<file path="src/iopoc_cfg.svh">
// Offsets, masks, reset values and codes of the I/O polarity and output configuration block.
`ifndef IOPOC_CFG_SVH
`define IOPOC_CFG_SVH

`define IOPOC_CFG_W 16
`define IOPOC_CFG_RESET 16'h0000
`define IOPOC_IGNORED_MASK 16'h8000
`define IOPOC_RSVD_MASK 16'h0fb8
`define IOPOC_ROLE_BIT 14
`define IOPOC_LOSS_ACT_BIT 13
`define IOPOC_LOSS_LVL_BIT 12
`define IOPOC_CLOCK_SYNCHRONISED_MOVE_BIT 6
`define IOPOC_POL_LSB 0
`define IOPOC_NUM_IN 3
`define IOPOC_FUNC_W 3
`define IOPOC_FUNC_ENC_A 3'h7
`define IOPOC_FUNC_ENC_B 3'h7
`define IOPOC_OUT1_POWERUP 1'b1

`endif

</file>
<file path="src/iopoc_pkg.sv">
// Types shared by the I/O polarity and output configuration block.
package iopoc_pkg;

  // Layout of the stored configuration word, most significant bit first.
  typedef struct packed {
    logic ignored;
    logic output_role_select;
    logic output_loss_action;
    logic output_loss_level;
    logic [4:0] rsvd_hi;
    logic clock_synchronised_move;
    logic [2:0] rsvd_lo;
    logic input_c_polarity;
    logic input_b_polarity;
    logic input_a_polarity;
  } iopoc_cfg_t;

  typedef enum logic [0:0] {
    IOPOC_MV_IDLE = 1'b0,
    IOPOC_MV_WAIT = 1'b1
  } iopoc_mv_state_t;

  // Function codes of inputs a and b as set by the input assignment word.
  typedef struct packed {
    logic [2:0] func_b;
    logic [2:0] func_a;
  } iopoc_in_func_t;

endpackage : iopoc_pkg

</file>
<file path="src/iopoc_top.sv">
// Configuration word logic for output 1, input polarity and move start alignment.
//
// What this block does
// - Role 0: output 1 conducts until fault.
// - Role 1: output 1 follows command data bit.
// - Output 1 is ON until configured.
// - Loss bits act only in general purpose role.
// - Loss action 0 keeps last output level.
// - Loss action 1 forces output to loss level.
// - Sync bit 0 starts move right after read.
// - Sync bit 1 holds move for clock pulse.
// - Polarity bits choose conducting or non-conducting active.
// - Unused input with polarity 1 reads inactive.
// - Encoder inputs report their polarity bit instead.
// - Reserved bit written as one flags error.
// - Encoder without A and B inputs flags error.
`include "iopoc_cfg.svh"
`timescale 1ns/1ps
module iopoc_top
  import iopoc_pkg::*;
#(
  parameter int NUM_IN = `IOPOC_NUM_IN,
  parameter int CFG_W = `IOPOC_CFG_W
) (
  // Clock and reset
  input wire logic CLK_I,
  input wire logic RST_N_I,
  // Configuration word port
  input wire logic CFG_WE_I,
  input wire logic [CFG_W-1:0] CFG_WDATA_I,
  output logic [CFG_W-1:0] CFG_RDATA_O,
  output logic CFG_VALID_O,
  output logic CFG_ERR_O,
  // Encoder assignment from the input assignment word
  input wire logic ENC_ENABLE_I,
  input wire iopoc_in_func_t IN_FUNC_I,
  // Output 1 sources
  input wire logic FAULT_I,
  input wire logic CMD_OUT1_I,
  input wire logic LINK_LOST_I,
  output logic OUT1_O,
  // Discrete inputs
  input wire logic [NUM_IN-1:0] IN_RAW_I,
  output logic [NUM_IN-1:0] IN_STATE_O,
  // Move release
  input wire logic MOVE_REQ_I,
  input wire logic DC_PULSE_I,
  output logic MOVE_START_O
);

  initial begin
    if (NUM_IN != `IOPOC_NUM_IN) begin
      $error("iopoc_top: NUM_IN must be 3");
    end
    if (CFG_W != `IOPOC_CFG_W) begin
      $error("iopoc_top: CFG_W must be 16");
    end
  end

  // Report level of one input: polarity picks the active sense, encoder use masks it.
  function automatic logic report_level(input logic raw, input logic pol, input logic enc);
    logic lvl;
    lvl = pol ? raw : ~raw;
    if (enc) begin
      lvl = pol;
    end
    return lvl;
  endfunction : report_level

  // Configuration storage.
  iopoc_cfg_t cfg_q;
  iopoc_cfg_t cfg_d;
  logic cfg_valid_q;
  logic cfg_valid_d;
  logic rsvd_err_q;
  logic rsvd_err_d;
  logic enc_err_q;
  logic enc_err_d;

  wire logic rsvd_hit;
  wire logic cfg_accept;
  wire logic [CFG_W-1:0] cfg_clean;

  assign rsvd_hit = |(CFG_WDATA_I & `IOPOC_RSVD_MASK);
  assign cfg_accept = CFG_WE_I & ~rsvd_hit;
  assign cfg_clean = CFG_WDATA_I & ~`IOPOC_IGNORED_MASK;

  // The whole word is taken in one edge so no setting lags another.
  assign cfg_d = cfg_accept ? iopoc_cfg_t'(cfg_clean) : cfg_q;
  assign cfg_valid_d = cfg_valid_q | cfg_accept;
  assign rsvd_err_d = CFG_WE_I ? rsvd_hit : rsvd_err_q;

  wire logic enc_a_ok;
  wire logic enc_b_ok;

  assign enc_a_ok = (IN_FUNC_I.func_a == `IOPOC_FUNC_ENC_A);
  assign enc_b_ok = (IN_FUNC_I.func_b == `IOPOC_FUNC_ENC_B);
  assign enc_err_d = ENC_ENABLE_I & ~(enc_a_ok & enc_b_ok);

  always_ff @(posedge CLK_I) begin
    if (!RST_N_I) begin
      cfg_q <= iopoc_cfg_t'(`IOPOC_CFG_RESET);
      cfg_valid_q <= 1'b0;
      rsvd_err_q <= 1'b0;
      enc_err_q <= 1'b0;
    end else begin
      cfg_q <= cfg_d;
      cfg_valid_q <= cfg_valid_d;
      rsvd_err_q <= rsvd_err_d;
      enc_err_q <= enc_err_d;
    end
  end

  assign CFG_RDATA_O = cfg_q;
  assign CFG_VALID_O = cfg_valid_q;
  assign CFG_ERR_O = rsvd_err_q | enc_err_q;

  // Output 1.
  logic gp_level_q;
  logic gp_level_d;
  logic out1_q;
  logic out1_d;

  wire logic role_gp;
  wire logic gp_value;

  assign role_gp = cfg_q.output_role_select;

  // While the link is down the last commanded level is frozen.
  assign gp_level_d = LINK_LOST_I ? gp_level_q : CMD_OUT1_I;

  // Loss handling only matters in the general purpose role.
  assign gp_value = !LINK_LOST_I ? CMD_OUT1_I :
                    cfg_q.output_loss_action ? cfg_q.output_loss_level :
                    gp_level_q;

  always_comb begin
    out1_d = `IOPOC_OUT1_POWERUP;
    if (!cfg_valid_q) begin
      out1_d = `IOPOC_OUT1_POWERUP;
    end else if (role_gp) begin
      out1_d = gp_value;
    end else begin
      out1_d = ~FAULT_I;
    end
  end

  always_ff @(posedge CLK_I) begin
    if (!RST_N_I) begin
      gp_level_q <= 1'b0;
      out1_q <= `IOPOC_OUT1_POWERUP;
    end else begin
      gp_level_q <= gp_level_d;
      out1_q <= out1_d;
    end
  end

  assign OUT1_O = out1_q;

  // Discrete inputs.
  logic [NUM_IN-1:0] in_sync;
  logic [NUM_IN-1:0] in_state_q;
  logic [NUM_IN-1:0] in_state_d;

  wire logic [NUM_IN-1:0] pol;
  wire logic [NUM_IN-1:0] enc_use;

  assign pol = {cfg_q.input_c_polarity, cfg_q.input_b_polarity, cfg_q.input_a_polarity};

  // Only inputs a and b can carry encoder channels.
  assign enc_use = {1'b0, ENC_ENABLE_I & enc_b_ok, ENC_ENABLE_I & enc_a_ok};

  iopoc_sync #(
    .WIDTH(NUM_IN)
  ) u_in_sync (
    .clk_i(CLK_I),
    .rst_n_i(RST_N_I),
    .async_i(IN_RAW_I),
    .sync_o(in_sync)
  );

  // An unused input with polarity 1 never conducts, so it always reads inactive.
  assign in_state_d[0] = report_level(in_sync[0], pol[0], enc_use[0]);
  assign in_state_d[1] = report_level(in_sync[1], pol[1], enc_use[1]);
  assign in_state_d[2] = report_level(in_sync[2], pol[2], enc_use[2]);

  always_ff @(posedge CLK_I) begin
    if (!RST_N_I) begin
      in_state_q <= '0;
    end else begin
      in_state_q <= in_state_d;
    end
  end

  assign IN_STATE_O = in_state_q;

  // Move release.
  logic clock_synchronised_move_lvl;
  logic dc_prev_q;
  logic start_q;
  logic start_d;
  iopoc_mv_state_t mv_q;
  iopoc_mv_state_t mv_d;

  wire logic dc_edge;
  wire logic dc_mode;

  iopoc_sync #(
    .WIDTH(1)
  ) u_clock_synchronised_move (
    .clk_i(CLK_I),
    .rst_n_i(RST_N_I),
    .async_i(DC_PULSE_I),
    .sync_o(clock_synchronised_move_lvl)
  );

  assign dc_edge = clock_synchronised_move_lvl & ~dc_prev_q;
  assign dc_mode = cfg_q.clock_synchronised_move;

  always_comb begin
    mv_d = mv_q;
    start_d = 1'b0;
    case (mv_q)
      IOPOC_MV_IDLE: begin
        if (MOVE_REQ_I && !dc_mode) begin
          start_d = 1'b1;
        end else if (MOVE_REQ_I) begin
          mv_d = IOPOC_MV_WAIT;
        end
      end
      IOPOC_MV_WAIT: begin
        if (dc_edge || !dc_mode) begin
          start_d = 1'b1;
          mv_d = IOPOC_MV_IDLE;
        end
      end
      default: begin
        mv_d = IOPOC_MV_IDLE;
      end
    endcase
  end

  always_ff @(posedge CLK_I) begin
    if (!RST_N_I) begin
      mv_q <= IOPOC_MV_IDLE;
      dc_prev_q <= 1'b0;
      start_q <= 1'b0;
    end else begin
      mv_q <= mv_d;
      dc_prev_q <= clock_synchronised_move_lvl;
      start_q <= start_d;
    end
  end

  assign MOVE_START_O = start_q;

endmodule : iopoc_top

</file>
<file path="src/iopoc_sync.sv">
// Two flip-flop synchroniser for pin-level inputs.
`timescale 1ns/1ps
module iopoc_sync #(
  parameter int WIDTH = 1
) (
  // Clock and reset
  input wire logic clk_i,
  input wire logic rst_n_i,
  // Data
  input wire logic [WIDTH-1:0] async_i,
  output logic [WIDTH-1:0] sync_o
);

  logic [WIDTH-1:0] meta_q;
  logic [WIDTH-1:0] sync_q;

  initial begin
    if (WIDTH < 1) begin
      $error("iopoc_sync: WIDTH must be at least 1");
    end
  end

  always_ff @(posedge clk_i) begin
    if (!rst_n_i) begin
      meta_q <= '0;
      sync_q <= '0;
    end else begin
      meta_q <= async_i;
      sync_q <= meta_q;
    end
  end

  assign sync_o = sync_q;

endmodule : iopoc_sync

</file>
<file path="config.mk">
export PLATFORM = sky130hd
export DESIGN_NAME = iopoc_top
export DESIGN_NICKNAME = d
export VERILOG_FILES = /design/src/iopoc_pkg.sv /design/src/iopoc_top.sv /design/src/iopoc_sync.sv
export VERILOG_INCLUDE_DIRS = /design/src
export SDC_FILE = /design/constraint.sdc
export NUM_CORES = 1
export LEC_CHECK = 0
export ABC_AREA = 1
export BUFFER_PORTS_ARGS = -buffer_cell sky130_fd_sc_hd__buf_4
export CORE_MARGIN = 5
export CORE_UTILIZATION = 45
export DETAILED_ROUTE_END_ITERATION = 7
export GPL_TIMING_DRIVEN = 1
export PLACE_DENSITY = 0.87
export RECOVER_POWER = 25
export SYNTH_ARGS = -nofsm -noshare
export SYNTH_HDL_FRONTEND = slang
export SYNTH_SLANG_ARGS = --single-unit
</file>
<file path="constraint.sdc">
create_clock -name CLK_I -period 1.25 [get_ports CLK_I]
set_clock_uncertainty 0.05 [all_clocks]
set_input_delay 0.0625 -clock CLK_I [delete_from_list [all_inputs] [get_ports CLK_I]]
set_output_delay 0.0625 -clock CLK_I [all_outputs]
set_load 0.005 [all_outputs]
</file>
==> impl_metrics.tcl <==
set metrics [dict create \
    htree_levels 2 \
    drive_above_1_share_pct 33.6 \
    min_path_type "primary input to register" \
    path_max_fanout 9 \
    die_x_um 63.4 \
    tns_ns 0 \
    yosysTopAreaCellShare_pct 53.1 \
    clk_pin_slew_worst_paths_ns 0.08 \
    first_global_vias 1182 \
    ys_types 26 \
    grt_pass1_wl_mm 4.75 \
    antenna_found_initial 0 \
    cts.path.max_buffers 2 \
    utilization_pct 69.4 \
    worstSkewPairLatency_ns 0.31 \
    area_delta_synth_final_pct 48.1 \
    antenna_left 0 \
    setup_viol 0 \
    cts_resized 0 \
    syn_nets 185 \
    route.detailed.drc 0 \
    die_h_um 63.4 \
    yosys_warnings 0 \
    dieArea_um2 4010 \
    cts.sinks 34 \
    drtIter0Drc 34 \
    io_pins 57 \
    gr-usage-all-layers_pct 14.6 \
    initial_utilization_pct 46.9 \
    fin_crit_sh_pct 92.7 \
    synth_top_cell_by_area "dfxtp_1" \
    post-place-ws_ns 0.149 \
    leakage_uw 0.000981 \
    gp_congestion 0.717 \
    row_count 19 \
    nets 257 \
    dp_hpwl_mm 1.96 \
    ys_seq_area_share_pct 53.1 \
    syn-mean-instance-area_um2 8.48 \
    finalHoldViolCount 0 \
    cts_buffers 5 \
    finalPower_uw 1860 \
    drv_cap 0 \
    timing.final.crit_period_ns 1.16 \
    synth_area_um2 1280 \
    cp-end-kind "register" \
    outcome "finished, final reports clean" \
    cp.arrival_ns 1.32 \
    start_kind "primary input" \
    power_density_nw_per_um2 982 \
    grt_max_degree 30 \
    syn_inst 151 \
    yosys-top-cells-area "dfxtp_1 (53%), nand2_1 (8.5%), inv_1 (7.6%)" \
    synth_seq_cells 34 \
    routedWlPerCell_um 10.7 \
    fin_ws_ns 0.0907 \
    cp.required_ns 1.42 \
    diodes 0 \
    cts_tree "yes" \
    drt-total-wl_mm 2.72 \
    critical_path_class "primary input to register" \
    num_vias 1150 \
    maxSlewViolCount 0 \
    vdd_drop_max_mv 0.929 \
    core_um2 2730 \
    rsz0062_at_grt "false" \
    first_pass_iters 4 \
    fmax_mhz 863 \
    cts-root-buf "clkbuf_4" \
    vias_per_cell 4.53 \
    fill_cells 232 \
    grt_overflow 0 \
    io_buffers 54 \
]
path summary, 6_finish.rpt:
kind / startpoint / slack [ns] / depth (start not counted) / to
setup reg to reg: CFG_RDATA_O[13]$_SDFFE_PN0P_ / 0.36 / 5 / OUT1_O$_SDFF_PN1_
hold reg to reg: u_in_sync.meta_q[0]$_SDFF_PN0_ / 0.37 / 2 / u_in_sync.sync_o[0]$_SDFF_PN0_
setup / recovery: CFG_WE_I / 0.09 / 6 / CFG_RDATA_O[8]$_SDFFE_PN0P_
hold / removal: IN_FUNC_I[0] / 0.04 / 4 / enc_err_q$_SDFF_PN0_
synthesized netlist by cell type, drive strengths merged:
cell and count:
dfxtp 34, nand2 31, inv 27, nor2 21, nand3 9, nand4 9, buf 5, o21ai 5
or2 2, a21oi 1, and3b 1, clkbuf 1, conb 1, nor3 1, nor3b 1, o21ba 1
xor2 1
report_power, final:
group	internal, uW	switching [uW]
Clock	212	310
Sequential	1110	7.87
Combinational	136	88.3
Total	1460	406
kinds of logic after synthesis:
| kind of cell | synth area share [%] |
|---|---|
| and+or+nand+nor | 31.7 |
| xor gates and xnor gates | 0.684 |
| buffers and inverters | 10.7 |
| AOI/OAI and AO/OA | 3.42 |
| other | 0.293 |
| DFF | 53.1 |
flip-flops by register name, indices dropped and copies added (netlist names), 3 cells and up:
register,flops
CFG_RDATA_O,13
IN_STATE_O,3
u_in_sync.meta_q,3
u_in_sync.sync_o,3
area by class of cell:
| cell class | instances | area [um2] | area share [%] |
|---|---|---|---|
| repair buffers | 71 | 569 | 30.0 |
| clock buffers | 7 | 45.0 | 2.37 |
| inverters | 27 | 101 | 5.34 |
| flip-flops and latches | 34 | 681 | 35.9 |
| multi-input cells | 84 | 463 | 24.4 |
| well taps | 31 | 38.8 | 2.04 |
routing by layer:
layer  part of all wire (%)  track usage, %
met5                      0               0
met4                    1.9            7.27
met3                    7.5            4.97
met2                     52            25.6
met1                     39            15.3
critical path, cell delays in order:
cell	delay, ns
dlygate4sd3_1	0.55
buf_4	0.12
nor3b_4	0.25
nand2_4	0.16
nand2_8	0.14
nor2_2	0.04
repair_timing:
action / 4_1_cts / 5_1_grt
hold buffers: 16 / 0
setup buffers: 0 / 0
endpoints found under the hold margin: 15 / 0
through the flow:
step	area, um2	instances	hold WS [ns]
floorplan	1280	151	0.110
global placement	1700	231	0.193
detailed placement	1700	231	0.202
CTS	1900	254	0.0204
global route	1900	254	0.0587
finish	1900	254	0.0442
cells in the final DEF (no fill, tap or decap), drive strengths merged:
master,instances
buf,50
dfxtp,34
nand2,31
inv,27
nor2,21
dlygate4sd3,16
clkbuf,12
nand3,9
nand4,9
o21ai,5
or2,2
nor3b,1
a21oi,1
xor2,1
and3b,1
o21ba,1
nor3,1
conb,1
Note: power is estimated with default switching activity, not from simulation.
